===== src/hw/uart_lin_pkg.sv =====
package uart_lin_pkg;

    // Register byte offsets on the APB bus
    localparam logic [7:0] ADDR_MODE = 8'h00;
    localparam logic [7:0] ADDR_CTL = 8'h04;
    localparam logic [7:0] ADDR_ERR = 8'h08;
    localparam logic [7:0] ADDR_CLKSEL = 8'h0C;
    localparam logic [7:0] ADDR_DIV = 8'h10;
    localparam logic [7:0] ADDR_TXBUF = 8'h14;
    localparam logic [7:0] ADDR_RXBUF = 8'h18;
    localparam logic [7:0] ADDR_TXSTAT = 8'h1C;

    // serial_mode_reg fields
    localparam int MODE_POWER_BIT = 7;
    localparam int MODE_TXE_BIT = 6;
    localparam int MODE_RXE_BIT = 5;
    localparam int MODE_PAR_EN_BIT = 4;
    localparam int MODE_PAR_ODD_BIT = 3;
    localparam int MODE_MERGE_BIT = 0;

    // serial_ctl_reg fields
    localparam int CTL_BRK_FLAG_BIT = 7;
    localparam int CTL_BRK_RX_EN_BIT = 6;
    localparam int CTL_BRK_TX_BIT = 5;
    localparam int CTL_BRK_LEN_MSB = 4;
    localparam int CTL_BRK_LEN_LSB = 2;

    // rx_error_status fields
    localparam int ERR_OVERRUN_BIT = 0;
    localparam int ERR_PARITY_BIT = 1;
    localparam int ERR_FRAMING_BIT = 2;

    // txstat fields
    localparam int TXSTAT_BUSY_BIT = 0;
    localparam int TXSTAT_FULL_BIT = 1;

    localparam logic [4:0] DATA_BITS = 5'd8;
    localparam logic [4:0] BREAK_TX_BASE = 5'd13;
    localparam logic [4:0] BREAK_RX_VALID = 5'd11;
    localparam logic [4:0] BREAK_RX_SAT = 5'd31;
    localparam logic [4:0] GAP_TICKS = 5'd2;
    localparam logic [7:0] DIV_MIN = 8'h04;
    localparam logic [7:0] DIV_RESET = 8'hFF;
    localparam logic [7:0] RX_BUF_RESET = 8'hFF;
    localparam logic [9:0] PRE_ALL_ONES = 10'h3FF;

    typedef enum logic [2:0] {TX_IDLE, TX_START, TX_DATA, TX_PARITY, TX_STOP, TX_GAP, TX_BREAK}
        tx_state_type;
    typedef enum logic [2:0] {RX_IDLE, RX_CHECK, RX_DATA, RX_PARITY, RX_STOP, RX_BREAK}
        rx_state_type;

endpackage


===== src/hw/uart_lin_break_and_baud_gen.sv =====
// The placing of the registers and the APB interface to the registers were left to the implementer.
`timescale 1ns/1ps
module uart_lin_break_and_baud_gen
    import uart_lin_pkg::*;
(
    input wire logic pclk,
    input wire logic presetn,
    input wire logic psel,
    input wire logic penable,
    input wire logic pwrite,
    input wire logic [7:0] paddr,
    input wire logic [31:0] pwdata,
    output logic [31:0] prdata,
    output logic pready,
    output logic pslverr,
    input wire logic serial_in_pin,
    output logic serial_out_pin,
    output logic tx_done_irq,
    output logic rx_done_irq,
    output logic rx_err_irq
);

    typedef struct packed {
        logic unit_power_bit;
        logic tx_enable_bit;
        logic rx_enable_bit;
        logic par_en;
        logic par_odd;
        logic err_irq_merge_sel;
        logic break_tx_trigger;
        logic break_rx_enable;
        logic break_rx_flag;
        logic [2:0] break_len;
        logic [3:0] prescale_sel;
        logic [7:0] divisor;
        logic [9:0] pre_cnt;
        logic base_tick;
        tx_state_type tx_state;
        logic [7:0] tx_cnt;
        logic tx_half;
        logic [4:0] tx_bits;
        logic [7:0] tx_shift;
        logic tx_par;
        logic [7:0] tx_buffer;
        logic tx_buf_full;
        logic tx_pin;
        logic tx_done;
        rx_state_type rx_state;
        logic [7:0] rx_cnt;
        logic rx_half;
        logic [4:0] rx_bits;
        logic [7:0] rx_shifter;
        logic rx_par_bit;
        logic filt_s1;
        logic filt_s2;
        logic rx_line;
        logic rx_prev;
        logic [7:0] rx_buffer;
        logic rx_full;
        logic [2:0] rx_error_status;
        logic rx_done;
        logic rx_err;
        logic pready;
        logic [31:0] prdata;
        logic pslverr;
    } state_type;

    state_type q_q;
    state_type q_d;

    function automatic logic base_hit(input logic [9:0] cnt, input logic [3:0] sel);
        logic [9:0] mask;
        mask = ~(PRE_ALL_ONES << sel);
        return (cnt & mask) == mask;
    endfunction

    function automatic logic baud_hit(input logic [7:0] cnt, input logic [7:0] k);
        return cnt == (k - 8'h01);
    endfunction

    function automatic logic parity_of(input logic [7:0] data, input logic odd);
        return (^data) ^ odd;
    endfunction

    always_comb
    begin
        logic access;
        logic done;
        logic tx_run;
        logic rx_run;
        logic tx_hit;
        logic rx_hit;
        logic tx_bit_end;
        logic rx_sample;
        logic tx_load;
        logic [2:0] errs;
        logic [31:0] rd;
        access = 1'b0;
        done = 1'b0;
        tx_run = 1'b0;
        rx_run = 1'b0;
        tx_hit = 1'b0;
        rx_hit = 1'b0;
        tx_bit_end = 1'b0;
        rx_sample = 1'b0;
        tx_load = 1'b0;
        errs = 3'h0;
        rd = 32'h0;
        q_d = q_q;
        q_d.tx_done = 1'b0;
        q_d.rx_done = 1'b0;
        q_d.rx_err = 1'b0;
        q_d.pready = 1'b0;
        q_d.pslverr = 1'b0;

        // APB: one wait state, so every access completes on its second access-phase edge
        access = psel & penable & ~q_q.pready;
        done = psel & penable & q_q.pready;
        if (access)
        begin
            q_d.pready = 1'b1;
            case (paddr)
                ADDR_MODE:
                begin
                    rd[MODE_POWER_BIT] = q_q.unit_power_bit;
                    rd[MODE_TXE_BIT] = q_q.tx_enable_bit;
                    rd[MODE_RXE_BIT] = q_q.rx_enable_bit;
                    rd[MODE_PAR_EN_BIT] = q_q.par_en;
                    rd[MODE_PAR_ODD_BIT] = q_q.par_odd;
                    rd[MODE_MERGE_BIT] = q_q.err_irq_merge_sel;
                end
                ADDR_CTL:
                begin
                    rd[CTL_BRK_FLAG_BIT] = q_q.break_rx_flag;
                    rd[CTL_BRK_RX_EN_BIT] = q_q.break_rx_enable;
                    rd[CTL_BRK_TX_BIT] = q_q.break_tx_trigger;
                    rd[CTL_BRK_LEN_MSB:CTL_BRK_LEN_LSB] = q_q.break_len;
                end
                ADDR_ERR: rd = 32'(q_q.rx_error_status);
                ADDR_CLKSEL: rd = 32'(q_q.prescale_sel);
                ADDR_DIV: rd = 32'(q_q.divisor);
                ADDR_TXBUF: rd = 32'(q_q.tx_buffer);
                ADDR_RXBUF: rd = 32'(q_q.rx_buffer);
                ADDR_TXSTAT:
                begin
                    rd[TXSTAT_BUSY_BIT] = q_q.tx_state != TX_IDLE;
                    rd[TXSTAT_FULL_BIT] = q_q.tx_buf_full;
                end
                default: q_d.pslverr = 1'b1;
            endcase
            q_d.prdata = rd;
        end
        if (done & pwrite)
        begin
            case (paddr)
                ADDR_MODE:
                begin
                    q_d.unit_power_bit = pwdata[MODE_POWER_BIT];
                    // Enables only stick once power was already on
                    q_d.tx_enable_bit = pwdata[MODE_TXE_BIT] & q_q.unit_power_bit;
                    q_d.rx_enable_bit = pwdata[MODE_RXE_BIT] & q_q.unit_power_bit;
                    q_d.par_en = pwdata[MODE_PAR_EN_BIT];
                    q_d.par_odd = pwdata[MODE_PAR_ODD_BIT];
                    q_d.err_irq_merge_sel = pwdata[MODE_MERGE_BIT];
                end
                ADDR_CTL:
                begin
                    if (pwdata[CTL_BRK_TX_BIT] & q_q.unit_power_bit & q_q.tx_enable_bit)
                    begin
                        q_d.break_tx_trigger = 1'b1;
                    end
                    q_d.break_rx_enable = pwdata[CTL_BRK_RX_EN_BIT];
                    q_d.break_len = pwdata[CTL_BRK_LEN_MSB:CTL_BRK_LEN_LSB];
                end
                ADDR_CLKSEL: q_d.prescale_sel = pwdata[3:0];
                // Below the minimum the bit timing breaks down, so clamp
                ADDR_DIV: q_d.divisor = (pwdata[7:0] < DIV_MIN) ? DIV_MIN : pwdata[7:0];
                ADDR_TXBUF:
                begin
                    q_d.tx_buffer = pwdata[7:0];
                    q_d.tx_buf_full = 1'b1;
                end
                default: q_d.pslverr = 1'b0;
            endcase
        end
        if (done & ~pwrite)
        begin
            if (paddr == ADDR_ERR)
            begin
                q_d.rx_error_status = 3'h0;
            end
            if (paddr == ADDR_RXBUF)
            begin
                q_d.rx_full = 1'b0;
            end
        end

        // Prescaler and base clock
        q_d.pre_cnt = q_q.unit_power_bit ? q_q.pre_cnt + 10'h001 : 10'h000;
        q_d.base_tick = q_q.unit_power_bit & base_hit(q_q.pre_cnt, q_q.prescale_sel);

        // Noise filter: a level passes only after two equal samples
        if (q_q.base_tick)
        begin
            q_d.filt_s1 = serial_in_pin;
            q_d.filt_s2 = q_q.filt_s1;
            if (q_q.filt_s1 == q_q.filt_s2)
            begin
                q_d.rx_line = q_q.filt_s1;
            end
        end

        // Transmitter
        tx_run = q_q.unit_power_bit & q_q.tx_enable_bit;
        if (!tx_run)
        begin
            q_d.tx_state = TX_IDLE;
            q_d.tx_cnt = 8'h00;
            q_d.tx_half = 1'b0;
            q_d.tx_pin = 1'b1;
        end
        else
        begin
            if (q_q.base_tick)
            begin
                tx_hit = baud_hit(q_q.tx_cnt, q_q.divisor);
                q_d.tx_cnt = tx_hit ? 8'h00 : q_q.tx_cnt + 8'h01;
                q_d.tx_half = q_q.tx_half ^ tx_hit;
                tx_bit_end = tx_hit & q_q.tx_half;
            end
            case (q_q.tx_state)
                TX_IDLE:
                begin
                    // Idle counter free-runs; only a start or a break clears it
                    if (q_q.break_tx_trigger)
                    begin
                        q_d.tx_state = TX_BREAK;
                        q_d.tx_cnt = 8'h00;
                        q_d.tx_half = 1'b0;
                        q_d.tx_bits = 5'd0;
                        q_d.tx_pin = 1'b0;
                    end
                    else
                    begin
                        tx_load = q_q.tx_buf_full;
                    end
                end
                TX_START:
                begin
                    if (tx_bit_end)
                    begin
                        q_d.tx_state = TX_DATA;
                        q_d.tx_pin = q_q.tx_shift[0];
                    end
                end
                TX_DATA:
                begin
                    if (tx_bit_end)
                    begin
                        q_d.tx_bits = q_q.tx_bits + 5'd1;
                        q_d.tx_shift = q_q.tx_shift >> 1;
                        q_d.tx_pin = q_q.tx_shift[1];
                        if (q_q.tx_bits == DATA_BITS - 5'd1)
                        begin
                            q_d.tx_state = q_q.par_en ? TX_PARITY : TX_STOP;
                            q_d.tx_pin = q_q.par_en ? q_q.tx_par : 1'b1;
                        end
                    end
                end
                TX_PARITY:
                begin
                    if (tx_bit_end)
                    begin
                        q_d.tx_state = TX_STOP;
                        q_d.tx_pin = 1'b1;
                    end
                end
                TX_STOP:
                begin
                    if (tx_bit_end)
                    begin
                        q_d.tx_done = 1'b1;
                        q_d.tx_bits = 5'd0;
                        q_d.tx_state = q_q.tx_buf_full ? TX_GAP : TX_IDLE;
                    end
                end
                TX_GAP:
                begin
                    // Reload costs two extra base clocks between frames
                    if (q_q.base_tick)
                    begin
                        q_d.tx_bits = q_q.tx_bits + 5'd1;
                        tx_load = q_q.tx_bits == GAP_TICKS - 5'd1;
                    end
                end
                TX_BREAK:
                begin
                    if (tx_bit_end)
                    begin
                        q_d.tx_bits = q_q.tx_bits + 5'd1;
                        if (q_q.tx_bits + 5'd1 == BREAK_TX_BASE + 5'(q_q.break_len))
                        begin
                            q_d.tx_pin = 1'b1;
                            q_d.tx_done = 1'b1;
                            q_d.break_tx_trigger = 1'b0;
                            q_d.tx_state = TX_IDLE;
                        end
                    end
                end
                default: q_d.tx_state = TX_IDLE;
            endcase
            if (tx_load)
            begin
                q_d.tx_shift = q_d.tx_buffer;
                q_d.tx_par = parity_of(q_d.tx_buffer, q_q.par_odd);
                q_d.tx_buf_full = 1'b0;
                q_d.tx_bits = 5'd0;
                q_d.tx_cnt = 8'h00;
                q_d.tx_half = 1'b0;
                q_d.tx_pin = 1'b0;
                q_d.tx_state = TX_START;
            end
        end

        // Receiver
        rx_run = q_q.unit_power_bit & q_q.rx_enable_bit;
        if (q_q.base_tick)
        begin
            q_d.rx_prev = q_q.rx_line;
        end
        if (!rx_run)
        begin
            q_d.rx_state = RX_IDLE;
            q_d.rx_cnt = 8'h00;
            q_d.rx_half = 1'b0;
        end
        else
        begin
            if (q_q.base_tick && q_q.rx_state != RX_IDLE)
            begin
                rx_hit = baud_hit(q_q.rx_cnt, q_q.divisor);
                q_d.rx_cnt = rx_hit ? 8'h00 : q_q.rx_cnt + 8'h01;
                q_d.rx_half = q_q.rx_half ^ rx_hit;
                // Samples fall mid-bit: first after k, then every 2k
                rx_sample = rx_hit & ~q_q.rx_half;
            end
            case (q_q.rx_state)
                RX_IDLE:
                begin
                    if (q_q.base_tick && q_q.rx_prev && !q_q.rx_line)
                    begin
                        q_d.rx_state = RX_CHECK;
                        q_d.rx_cnt = 8'h00;
                        q_d.rx_half = 1'b0;
                    end
                end
                RX_CHECK:
                begin
                    if (rx_sample)
                    begin
                        q_d.rx_bits = 5'd0;
                        if (q_q.rx_line)
                        begin
                            q_d.rx_state = RX_IDLE;
                            q_d.rx_cnt = 8'h00;
                            q_d.rx_half = 1'b0;
                        end
                        else if (q_q.break_rx_enable)
                        begin
                            q_d.rx_state = RX_BREAK;
                            q_d.rx_bits = 5'd1;
                            q_d.break_rx_flag = 1'b1;
                        end
                        else
                        begin
                            q_d.rx_state = RX_DATA;
                        end
                    end
                end
                RX_DATA:
                begin
                    if (rx_sample)
                    begin
                        q_d.rx_shifter = {q_q.rx_line, q_q.rx_shifter[7:1]};
                        q_d.rx_bits = q_q.rx_bits + 5'd1;
                        if (q_q.rx_bits == DATA_BITS - 5'd1)
                        begin
                            q_d.rx_state = q_q.par_en ? RX_PARITY : RX_STOP;
                        end
                    end
                end
                RX_PARITY:
                begin
                    if (rx_sample)
                    begin
                        q_d.rx_par_bit = q_q.rx_line;
                        q_d.rx_state = RX_STOP;
                    end
                end
                RX_STOP:
                begin
                    if (rx_sample)
                    begin
                        errs[ERR_OVERRUN_BIT] = q_q.rx_full;
                        errs[ERR_PARITY_BIT] = q_q.par_en &
                            (q_q.rx_par_bit != parity_of(q_q.rx_shifter, q_q.par_odd));
                        errs[ERR_FRAMING_BIT] = ~q_q.rx_line;
                        q_d.rx_error_status = q_d.rx_error_status | errs;
                        if (!q_q.rx_full)
                        begin
                            q_d.rx_buffer = q_q.rx_shifter;
                            q_d.rx_full = 1'b1;
                        end
                        if (errs != 3'h0 && !q_q.err_irq_merge_sel)
                        begin
                            q_d.rx_err = 1'b1;
                        end
                        else
                        begin
                            q_d.rx_done = 1'b1;
                        end
                        q_d.rx_state = RX_IDLE;
                        q_d.rx_cnt = 8'h00;
                        q_d.rx_half = 1'b0;
                    end
                end
                RX_BREAK:
                begin
                    // No error flags and no buffer update in this state
                    if (rx_sample)
                    begin
                        if (!q_q.rx_line)
                        begin
                            if (q_q.rx_bits != BREAK_RX_SAT)
                            begin
                                q_d.rx_bits = q_q.rx_bits + 5'd1;
                            end
                        end
                        else
                        begin
                            if (q_q.rx_bits >= BREAK_RX_VALID)
                            begin
                                q_d.rx_done = 1'b1;
                                q_d.break_rx_enable = 1'b0;
                                q_d.break_rx_flag = 1'b0;
                            end
                            q_d.rx_state = RX_IDLE;
                            q_d.rx_cnt = 8'h00;
                            q_d.rx_half = 1'b0;
                        end
                    end
                end
                default: q_d.rx_state = RX_IDLE;
            endcase
        end
    end

    always_ff @(posedge pclk or negedge presetn)
    begin
        if (!presetn)
        begin
            q_q <= '0;
            q_q.divisor <= DIV_RESET;
            q_q.rx_buffer <= RX_BUF_RESET;
            q_q.tx_pin <= 1'b1;
            q_q.filt_s1 <= 1'b1;
            q_q.filt_s2 <= 1'b1;
            q_q.rx_line <= 1'b1;
            q_q.rx_prev <= 1'b1;
        end
        else
        begin
            q_q <= q_d;
        end
    end

    assign prdata = q_q.prdata;
    assign pready = q_q.pready;
    assign pslverr = q_q.pslverr;
    assign serial_out_pin = q_q.tx_pin;
    assign tx_done_irq = q_q.tx_done;
    assign rx_done_irq = q_q.rx_done;
    assign rx_err_irq = q_q.rx_err;
endmodule


===== config.mk =====
export PLATFORM = sky130hd
export DESIGN_NAME = uart_lin_break_and_baud_gen
export DESIGN_NICKNAME = d
export VERILOG_FILES = /design/src/hw/uart_lin_pkg.sv /design/src/hw/uart_lin_break_and_baud_gen.sv
export SDC_FILE = /design/constraint.sdc
export NUM_CORES = 1
export LEC_CHECK = 0
export ABC_CLOCK_PERIOD_IN_PS = 4800
export BUFFER_PORTS_ARGS = -buffer_cell sky130_fd_sc_hd__buf_2
export CORE_MARGIN = 1
export CORE_UTILIZATION = 59
export DETAILED_ROUTE_END_ITERATION = 7
export PLACE_DENSITY = 0.77
export REMOVE_ABC_BUFFERS = 1
export SLEW_MARGIN = 20
export SYNTH_ARGS = -nofsm -noshare
export SYNTH_HDL_FRONTEND = slang
export SYNTH_SLANG_ARGS = --single-unit

===== constraint.sdc =====
create_clock -name pclk -period 4.8 [get_ports pclk]
set_clock_uncertainty 0.1 [all_clocks]
set_input_delay 0.96 -clock pclk [delete_from_list [all_inputs] [get_ports pclk]]
set_output_delay 0.96 -clock pclk [all_outputs]
set_load 0.02 [all_outputs]

Yosys cells after proc, flatten, opt, wreduce, memory -nomap -nowiden
Index checks and enable logic that the tools add are counted.

storage, ports and cells
  flip-flop bits (word level) = 126
  logic and storage cells = 284

cells by class
  add/sub/neg operators = 7
  $lt $le $gt $ge = 2
  equal/unequal tests = 60
  shift-type cells = 1
  muxes and demuxes = 109
  bitwise logic cells = 26
  reductions and logical operators = 37

operators by type and width
  kind                                                  count
  2-to-1 mux 12 bit                                     5
  2-to-1 mux 9 bit                                      6
  2-to-1 mux 17 bit                                     3
  2-to-1 mux 3 bit                                      15
  inequality test 3 bit (second input constant)         14
  2-to-1 mux 1 bit                                      39
  case mux 9 bit (4 select lines)                       1
  2-to-1 mux 34 bit                                     1
  equality test 8 x 5 -> 1 bit (second input constant)  4
  2-to-1 mux 8 bit                                      4
  inequality test 4 bit (second input constant)         8
  case mux 5 bit (6 select lines)                       1
  2-to-1 mux 13 bit                                     2
  2-to-1 mux 26 bit                                     1
  2-to-1 mux 5 bit                                      5
  case mux 5 bit (5 select lines)                       1
  case mux 3 bit (7 select lines)                       1
  AND reduction 7 bit                                   3
  2-to-1 mux 2 bit                                      9
  inequality test 2 bit (second input constant)         9
  case mux 3 bit (6 select lines)                       1
  adder 8 x 1 -> 8 bit (second input constant)          2
  equality test 8 x 4 -> 1 bit (second input constant)  2
  equality test 8 bit                                   2
  48 further kinds                                      103

Longest topological paths before layout
Gate-level depths: netlist of the first run.

  depth after elaboration = 10
  gate-level depth with buffers = 16

Least setup slack after synthesis of the first run
OpenSTA, ideal clock, no wires.

  path kind = register to register
  start = reg q_q[126] (netlist name)
  end = reg q_q[40] (netlist name)
  data arrival time = 3.158 ns
  setup slack = 1.460 ns
  cell stages (with the launch flop) = 16
  buffers on the path = 2
  period minus slack after synthesis = 3.340 ns
  cells stage by stage = dfstp_2 buf_2 inv_1 ha_1 or3b_1 nor3_2 xnor3_1 nand3_1 nor2_1 ha_1 and2_1 nand3_1 or3_1 clkbuf_1 nor2_4 mux2_2

on the way
  word-level cells in the longest chain between the ends = 6

RTL lines
  what                                  RTL line                            text
  from (decl)                           uart_lin_break_and_baud_gen.sv:68   state_type q_q;
  from (signal assigned)                uart_lin_break_and_baud_gen.sv:473  q_q <= q_d;
  subtractor 8 x 1 -> 8 bit             uart_lin_break_and_baud_gen.sv:78   return cnt == (k - 8'h01);
  equality test 8 bit                   uart_lin_break_and_baud_gen.sv:78
  AND 1 bit                             uart_lin_break_and_baud_gen.sv:345  rx_sample = rx_hit & ~q_q.rx_half;
  2-to-1 mux 1 bit                      uart_lin_break_and_baud_gen.sv:339  if (q_q.base_tick && q_q.rx_state != RX_IDLE)
  2-to-1 mux 1 bit                      uart_lin_break_and_baud_gen.sv:331  if (!rx_run)
  AND reduction 4 bit (no source line)  -

No other way between the ends. The select of a mux whose other input is x is not followed.
A chain may end at the register's enable or synchronous reset.

Worst setup path in the final report of the first run
  start = reg q_q[126] (netlist name)
  end = reg q_q[45] (netlist name)

Same word-level chain as after synthesis.

==> results of run 1 <==
## power by group through the flow
stage	Combinational [mW]	Clock (mW)	Sequential [mW]
after detailed placement	0.104	0	1.09
after global placement	0.102	0	1.09
final	0.105	1.41	1.07
after global routing	0.115	1.47	1.07
after CTS	0.105	1.42	1.07
after floorplan	0.0490	0	1.09
## metal layers
layer	vias up	global-route usage	wire [um]
met2	239	0.4246	8053
li1	2634	-	-
met1	2786	0.3745	7342
met5	-	0	0
met3	40	0.07200	1128
met4	0	0.1212	432
## sequential cells by signal, indices dropped and copies added (netlist names)
signal,cells
prdata,8
q_q,112
pready,1
serial_out_pin,1
pslverr,1
rx_err_irq,1
tx_done_irq,1
rx_done_irq,1
## logic make-up after synthesis
family                   synth area share
flip-flops                         0.4273
XOR/XNOR                          0.08930
other                           0.0005041
AO/OA/AOI/OAI                      0.1260
adder cells (fa/ha/maj)           0.02018
buffers and inverters             0.05970
multiplexers                       0.1017
AND/OR/NAND/NOR                    0.1752
## metrics by stage
step / power [mW] / setup WS, ps / area, sq um / hold slack (ps)
floorplan: 1.137 / 1592 / 7157 / 341.3
global placement: 1.189 / 1197 / 7582 / 361.5
detailed placement: 1.192 / 1101 / 7582 / 367.9
CTS: 2.599 / 1067 / 8230 / 380.3
global route: 2.656 / 814.3 / 8230 / 414.7
finish: 2.584 / 1070 / 8230 / 377.5
## final timing paths
| kind | start | end | slack, ps |
|---|---|---|---|
| max | q_q[126] | q_q[45] | 1070 |
| min | q_q[50] | q_q[50] | 380 |
| max reg2reg | q_q[126] | q_q[45] | 1070 |
| min reg2reg | q_q[50] | q_q[50] | 380 |
| max in group asynchronous | presetn | q_q[132] | 3070 |
| min in group asynchronous | presetn | q_q[63] | 540 |
## layout make-up
type	count	area [sq um]	share of cell area
Clock buffer	21	460.4	0.05594
Multi-Input combinational cell	560	3902	0.4742
Clock inverter	11	187.7	0.02280
Sequential cell	126	3179	0.3863
Inverter	20	75.07	0.009121
Timing Repair Buffer	40	215.2	0.02615
Tap cell	168	210.2	0.02554
## cell usage in the layout, fill, tap and decap left out, drive strengths merged, types with 20 or more instances in the layout
cell type | Yosys | layout
and2 | 20 | 20
dfstp | 21 | 21
clkbuf | 21 | 21
xnor2 | 38 | 38
a21oi | 29 | 29
nor2 | 58 | 58
xor2 | 25 | 25
o21ai | 47 | 47
mux2 | 41 | 41
conb | 1 | 24
buf | 42 | 40
nand3 | 22 | 22
dfrtp | 105 | 105
nand2 | 70 | 70
## worst max-delay path: stages, from the launching register on
cell and delay (ps):
dfstp_2 430, inv_1 80, ha_1 250, or3b_1 440, nor3_2 190, xnor3_1 180
nand3_1 130, nor2_1 120, ha_1 210, and2_1 210, nand3_1 120, or3_1 520
nor2_4 290, mux2_2 380
==> results.json, run 1 <==
{
  "critPathMaxFanout": 9,
  "end_kind": "flip-flop",
  "min_period_ps": 3730,
  "clock-sinks": 126,
  "max_freq_mhz": 268.1,
  "synth_common_cells": "dfrtp_1, nand2_1, nor2_1, o21ai_0, mux2_2",
  "syn_area_sq_mm": 0.007440,
  "grt_pass1_wl_um": 27650,
  "worst_pin_slew_ps": 971.3,
  "dr_total_vias": 5699,
  "ios": 84,
  "grt.overflow.total": 0,
  "area_delta_synth_final_pct": 10.63,
  "final_core_util": 0.6767,
  "p_int_mw": 2.040,
  "gp_congestion": 0.9115,
  "p_switching_mw": 0.5438,
  "clk_pin_slew_ps": 60,
  "synth_warnings": 0,
  "whs_path_depth": 2,
  "p_sw_frac": 0.2105,
  "ys_seq_area_frac": 0.4273,
  "yosys-top-cells-area": "dfrtp_1, dfstp_2, mux2_2",
  "drv_cap": 0,
  "ys.flop_type": "dfrtp_1",
  "avgSynthCellArea_sq_um": 9.973,
  "rsz0062_at_grt": "false",
  "hp-class": "flip-flop to flip-flop",
  "cts_resized": 0,
  "grt_pass1_vias": 5394,
  "finalHoldViolations": 0,
  "layout.nets": 823,
  "core_sq_mm": 0.01216,
  "synth-seq-cells": 126,
  "cts_buffers": 17,
  "postCtsHoldBufs": 0,
  "stdcell_count": 946,
  "die_h_um": 114.3,
  "finalSetupViolCount": 0,
  "r2r.worst_path.cells": 13,
  "drive_above_1_share": 0.1979,
  "critPathRequiredTime_ps": 5040,
  "avgRoutedWirePerCell_um": 17.92,
  "root_buffer": "clkbuf_16",
  "portBuffers": 35,
  "die-area_sq_mm": 0.01306,
  "cts_tree": "yes",
  "synth.distinct_cells": 72,
  "cts_max_path_buffers": 2,
  "critPathKind": "flip-flop to flip-flop",
  "synth-edff-count": 0,
  "dp_hpwl_um": 11780,
  "p_per_area_mw_per_mm2": 313.9,
  "die_w_um": 114.3,
  "async_flop_share": 1.000,
  "dp_cells": 914,
  "status": "finished, final reports clean",
  "via_per_inst": 6.024,
  "drc": 0,
  "seq_power_share": 0.414,
  "diodes": 0,
  "leakage_nw": 3.642,
  "fin_crit_sh": 0.7770,
  "grt_max_degree": 65,
  "yosys.area.top_type": "dfrtp_1",
  "critPathLaunchType": "flip-flop",
  "synth_cells": 746,
  "ant_nets": 0,
  "synth_top_area_frac": 0.3532,
  "insertion_delay_ps": 420,
  "initial_core_util": 0.6117,
  "antenna_found_initial": 0,
  "max_slew_margin": 0.3456,
  "clkPwrFrac": 0.546,
  "synth_most_common_cell": "dfrtp_1",
  "wl_um": 16960,
  "post-cts-setup-buffers": 0,
  "setup_tns_ps": 0,
  "fill_cells": 890,
  "crit_arrival_ps": 3970,
  "rows": 40,
  "first_iter_violations": 481,
  "grt_usage": 0.2776,
  "dr.pass1.iters": 5,
  "slew_violations": 0,
  "h-tree-depth": 4,
  "pwr-share-comb": 0.041,
  "max-vdd-ir-drop_mv": 0.2224
}
Note: power is estimated with default switching activity, not from simulation.
==> inputs of run 2 (changes only) <==
--- a/config.mk
+++ b/config.mk
@@ -5,7 +5,7 @@
 export SDC_FILE = /design/constraint.sdc
 export NUM_CORES = 1
 export LEC_CHECK = 0
-export ABC_CLOCK_PERIOD_IN_PS = 4800
+export ABC_CLOCK_PERIOD_IN_PS = 3600
 export BUFFER_PORTS_ARGS = -buffer_cell sky130_fd_sc_hd__buf_2
 export CORE_MARGIN = 1
 export CORE_UTILIZATION = 59
==> constraint.sdc (replaced) <==
create_clock -name pclk -period 3.6 [get_ports pclk]
set_clock_uncertainty 0.1 [all_clocks]
set_input_delay 0.72 -clock pclk [delete_from_list [all_inputs] [get_ports pclk]]
set_output_delay 0.72 -clock pclk [all_outputs]
set_load 0.02 [all_outputs]
==> results.json, run 2 (synthesis gave the netlist of run 1 again) <==
{
  "path_cells": "inv_1 -> ha_2 -> or3b_4 -> nor3_4 -> xnor3_1 -> nand3_1 -> nor2_1 -> ha_1 -> and2_4 -> nand3_1 -> or3_4 -> nor2_4 -> clkbuf_2 -> mux2_2",
  "critPathKind": "flip-flop to flip-flop",
  "die-area_sq_mm": 0.01306,
  "p_per_area_mw_per_mm2": 406.3,
  "grt_usage": 0.2720,
  "root_buffer": "clkbuf_16",
  "finalSetupViolCount": 0,
  "setup_tns_ps": 0,
  "hp-class": "input port to async pin",
  "antenna_found_initial": 1,
  "insertion_delay_ps": 420,
  "worst_pin_slew_ps": 694.3,
  "dr_total_vias": 5648,
  "die_h_um": 114.3,
  "leakage_nw": 3.699,
  "fill_cells": 904,
  "mostFrequentLayoutCells": "dfrtp_1, nand2_1, nor2_1",
  "dr.pass1.iters": 5,
  "critPathMaxStageDelay_ps": 430,
  "max_slew_margin": 0.5371,
  "rows": 40,
  "initial_core_util": 0.6117,
  "drv_cap": 0,
  "h-tree-depth": 4,
  "first_iter_violations": 378,
  "grt.overflow.total": 0,
  "cts_tree": "yes",
  "critPathLaunchType": "flip-flop",
  "stdcell_count": 958,
  "grt_pass1_vias": 5485,
  "area_delta_synth_final_pct": 12.04,
  "max-vdd-ir-drop_mv": 0.2724,
  "critPathRequiredTime_ps": 3840,
  "ios": 84,
  "grt_max_degree": 57,
  "final_core_util": 0.6854,
  "core_sq_mm": 0.01216,
  "dp_hpwl_um": 11870,
  "r2r-start": "q_q[127]",
  "min_period_ps": 3463,
  "crit_top_cell": "nand3_1",
  "final_common_cell": "dfrtp_1",
  "reg2reg_to": "q_q[45]",
  "clock-sinks": 126,
  "layout.nets": 834,
  "timing.final.ws_setup_ps": 136.7,
  "wl_um": 16800,
  "via_per_inst": 5.896,
  "pre_cts_ws_ps": 58.06,
  "cp_slowest_cell": "or3_4",
  "largest_reg_flops": 112,
  "fin_crit_sh": 0.9620,
  "cts_buffers": 17,
  "avgRoutedWirePerCell_um": 17.53,
  "gp_congestion": 0.9161,
  "portBuffers": 35,
  "drc": 0,
  "clk_pin_slew_ps": 50,
  "grt_pass1_wl_um": 27350,
  "top_register": "q_q",
  "max_freq_mhz": 288.7,
  "slew_violations": 0,
  "end_kind": "flip-flop",
  "drive_above_1_share": 0.2155,
  "ant_nets": 0,
  "die_w_um": 114.3,
  "status": "finished, final reports clean",
  "dp_cells": 922,
  "finalHoldViolations": 0,
  "worst-r2r-setup-slack_ps": 140,
  "power_mw": 3.386,
  "r2r.worst_path.cells": 14,
  "critPathMaxFanout": 6,
  "cts_max_path_buffers": 2,
  "crit_arrival_ps": 3700
}
## run 2: cell type report
type                    count  area, sq um  area share
multi-input cells         560         3928      0.4712
flip-flops and latches    126         3179      0.3814
clock buffers              22        474.2     0.05689
repair buffers             51        307.8     0.03693
well taps                 168        210.2     0.02522
clock inverters            10        158.9     0.01906
inverters                  20        75.07    0.009006
diodes                      1        2.502   0.0003002
## run 2: where the power goes
group / total (mW) / internal, mW / switching, mW
Combinational: 0.141 / 0.0395 / 0.101
Clock: 1.82 / 1.21 / 0.609
Sequential: 1.43 / 1.42 / 0.00363
## run 2: timing repair
item / in CTS / in global routing
resized for setup: 0 / 6
buffers inserted: 0 / 3
setup endpoints to repair: 0 / 12
hold buffers: 0 / 0
## run 2: how the worst max path moves through the flow
stage	from	endpoint	slack (ps)	depth (start not counted)
floorplan	q_q[126]	q_q[40]	390	13
global placement	q_q[127]	q_q[43]	150	13
detailed placement	q_q[127]	q_q[42]	60	13
CTS	q_q[127]	q_q[42]	40	13
global route	q_q[127]	q_q[45]	-9	14
finish	q_q[127]	q_q[45]	140	14
## run 2: critical path, delay by kind of cell (launching register included)
kind          cells  cell delay, ps
mux               1             340
simple gates      8            1680
fa+ha+maj         2             440
xor+xnor          1             170
flops             1             400
buf+inv           2             240
## run 2: routing by layer
metal	vias up	global-route usage	wire length (um)
met1	2782	0.3586	7604
met3	31	0.07094	880
met4	0	0.1065	378
met2	190	0.4307	7935
met5	-	0	0
li1	2645	-	-
## run 2: through the flow
step	area, sq um	hold WS [ps]
after floorplan	7157	324.4
after global placement	7655	360.6
after detailed placement	7655	364.8
after CTS	8288	278.5
after global routing	8333	322.4
final	8335	261.2
==> inputs of run 3 (changes only) <==
--- a/config.mk
+++ b/config.mk
@@ -8,9 +8,10 @@
 export ABC_CLOCK_PERIOD_IN_PS = 3600
 export BUFFER_PORTS_ARGS = -buffer_cell sky130_fd_sc_hd__buf_2
 export CORE_MARGIN = 1
-export CORE_UTILIZATION = 59
+export CORE_UTILIZATION = 60
+export CTS_BUF_LIST = sky130_fd_sc_hd__clkbuf_8
 export DETAILED_ROUTE_END_ITERATION = 7
-export PLACE_DENSITY = 0.77
+export PLACE_DENSITY = 0.78
 export REMOVE_ABC_BUFFERS = 1
 export SLEW_MARGIN = 20
 export SYNTH_ARGS = -nofsm -noshare
==> results.json, run 3 (synthesis gave the netlist of run 1 again) <==
{
  "drv_cap": 0,
  "postCtsHoldBufs": 0,
  "gp_congestion": 0.8386,
  "avgRoutedWirePerCell_um": 17.35,
  "critPathBufInv": 1,
  "worst_pin_slew_ps": 644.2,
  "dr.pass1.iters": 5,
  "initial_core_util": 0.6168,
  "hp-class": "input port to async pin",
  "drc": 0,
  "cp_top_family": "simple AND/OR/NAND/NOR gates",
  "ios": 84,
  "cts_tree": "yes",
  "critPathKind": "flip-flop to flip-flop",
  "max_freq_mhz": 294.0,
  "final_core_util": 0.6675,
  "critPathLaunchType": "flip-flop",
  "path_cells": "inv_1 -> ha_2 -> or3b_4 -> nor3_4 -> xnor3_1 -> nand3_1 -> nor2_1 -> ha_2 -> and2_1 -> nand3_1 -> or3_4 -> nor2_4 -> mux2_2",
  "drive_above_1_share": 0.2102,
  "grt_max_degree": 97,
  "hold_ws_ps": 95.70,
  "dp_hpwl_um": 11690,
  "mostFrequentLayoutCells": "dfrtp_1, nand2_1, nor2_1",
  "critPathMaxFanout": 6,
  "clock-sinks": 126,
  "cts_max_path_buffers": 2,
  "reg2reg_to": "q_q[43]",
  "final_common_cell": "dfrtp_1",
  "diodes": 0,
  "grt_usage": 0.2761,
  "grt_pass1_vias": 5605,
  "fin_crit_sh": 0.9447,
  "max_slew_margin": 0.5705,
  "slew_violations": 0,
  "area_delta_synth_final_pct": 8.224,
  "critPathMaxStageDelay_ps": 430,
  "finalSetupViolCount": 0,
  "min_period_ps": 3401,
  "setup_tns_ps": 0,
  "r2r.worst_path.cells": 13,
  "stdcell_count": 953,
  "dr_total_vias": 5683,
  "largest_reg_flops": 112,
  "rows": 40,
  "top_register": "q_q",
  "power_mw": 2.743,
  "finalHoldViolations": 0,
  "die-area_sq_mm": 0.01285,
  "first_iter_violations": 446,
  "r2r-start": "q_q[127]",
  "fill_cells": 944,
  "crit_arrival_ps": 3680,
  "die_w_um": 113.4,
  "cts_buffers": 17,
  "antenna_found_initial": 0,
  "cp_slowest_cell": "or3b_4",
  "insertion_delay_ps": 450,
  "worst-r2r-setup-slack_ps": 200,
  "via_per_inst": 5.963,
  "portBuffers": 35,
  "h-tree-depth": 4,
  "grt.overflow.total": 0,
  "core_sq_mm": 0.01206,
  "status": "finished, final reports clean",
  "ant_nets": 0,
  "p_per_area_mw_per_mm2": 340.7,
  "end_kind": "flip-flop",
  "grt_pass1_wl_um": 27450,
  "root_buffer": "clkbuf_8",
  "leakage_nw": 3.566,
  "layout.nets": 830,
  "wl_um": 16540,
  "dp_cells": 920,
  "max-vdd-ir-drop_mv": 0.1799,
  "die_h_um": 113.4,
  "clk_pin_slew_ps": 70,
  "critPathRequiredTime_ps": 3880
}
-- run 3: worst max-delay path by stage --
stage,endpoint,from,cells past startpoint,slack (ps)
floorplan,q_q[40],q_q[126],13,390
global route,q_q[43],q_q[127],13,-20
global placement,q_q[40],q_q[127],13,140
detailed placement,q_q[43],q_q[127],13,40
finish,q_q[43],q_q[127],13,200
CTS,q_q[43],q_q[127],13,10
-- run 3: power breakdown --
group	switching (mW)	internal, mW	total (mW)
Sequential	0.00352	1.42	1.42
Clock	0.560	0.619	1.18
Combinational	0.101	0.0388	0.140
-- run 3: final cells by class --
| cell class | instances | area (sq um) | area share |
|---|---|---|---|
| clock buffers | 18 | 247.7 | 0.03077 |
| clock inverters | 14 | 127.6 | 0.01585 |
| inverters | 20 | 75.07 | 0.009324 |
| multi-input cells | 561 | 3939 | 0.4892 |
| flip-flops and latches | 126 | 3179 | 0.3949 |
| well taps | 168 | 210.2 | 0.02611 |
| repair buffers | 46 | 272.8 | 0.03388 |
-- run 3: metrics by stage --
step                instance area [sq um]  worst slack (ps)
floorplan                            7157             391.7
global placement                     7640             141.2
detailed placement                   7640             37.74
CTS                                  8015             14.08
global route                         8051            -19.41
finish                               8051             198.9
-- run 3: worst reg2reg max path: cells and delay by family (launching register included) --
| family | cells | cell delay, ps |
|---|---|---|
| mux | 1 | 360 |
| buf+inv | 1 | 70 |
| simple gates | 8 | 1800 |
| fa+ha+maj | 2 | 430 |
| xor+xnor | 1 | 170 |
| flops | 1 | 410 |
-- run 3: routing by layer --
layer	global-route usage	wire (um)
met1	0.3522	7111
met2	0.4573	8224
met3	0.05785	812
met4	0.1184	387
met5	0	0
-- run 3: timing repair --
item	in CTS	in global routing
endpoints found under the setup margin	0	13
gates resized for setup	0	7
buffers inserted	0	0
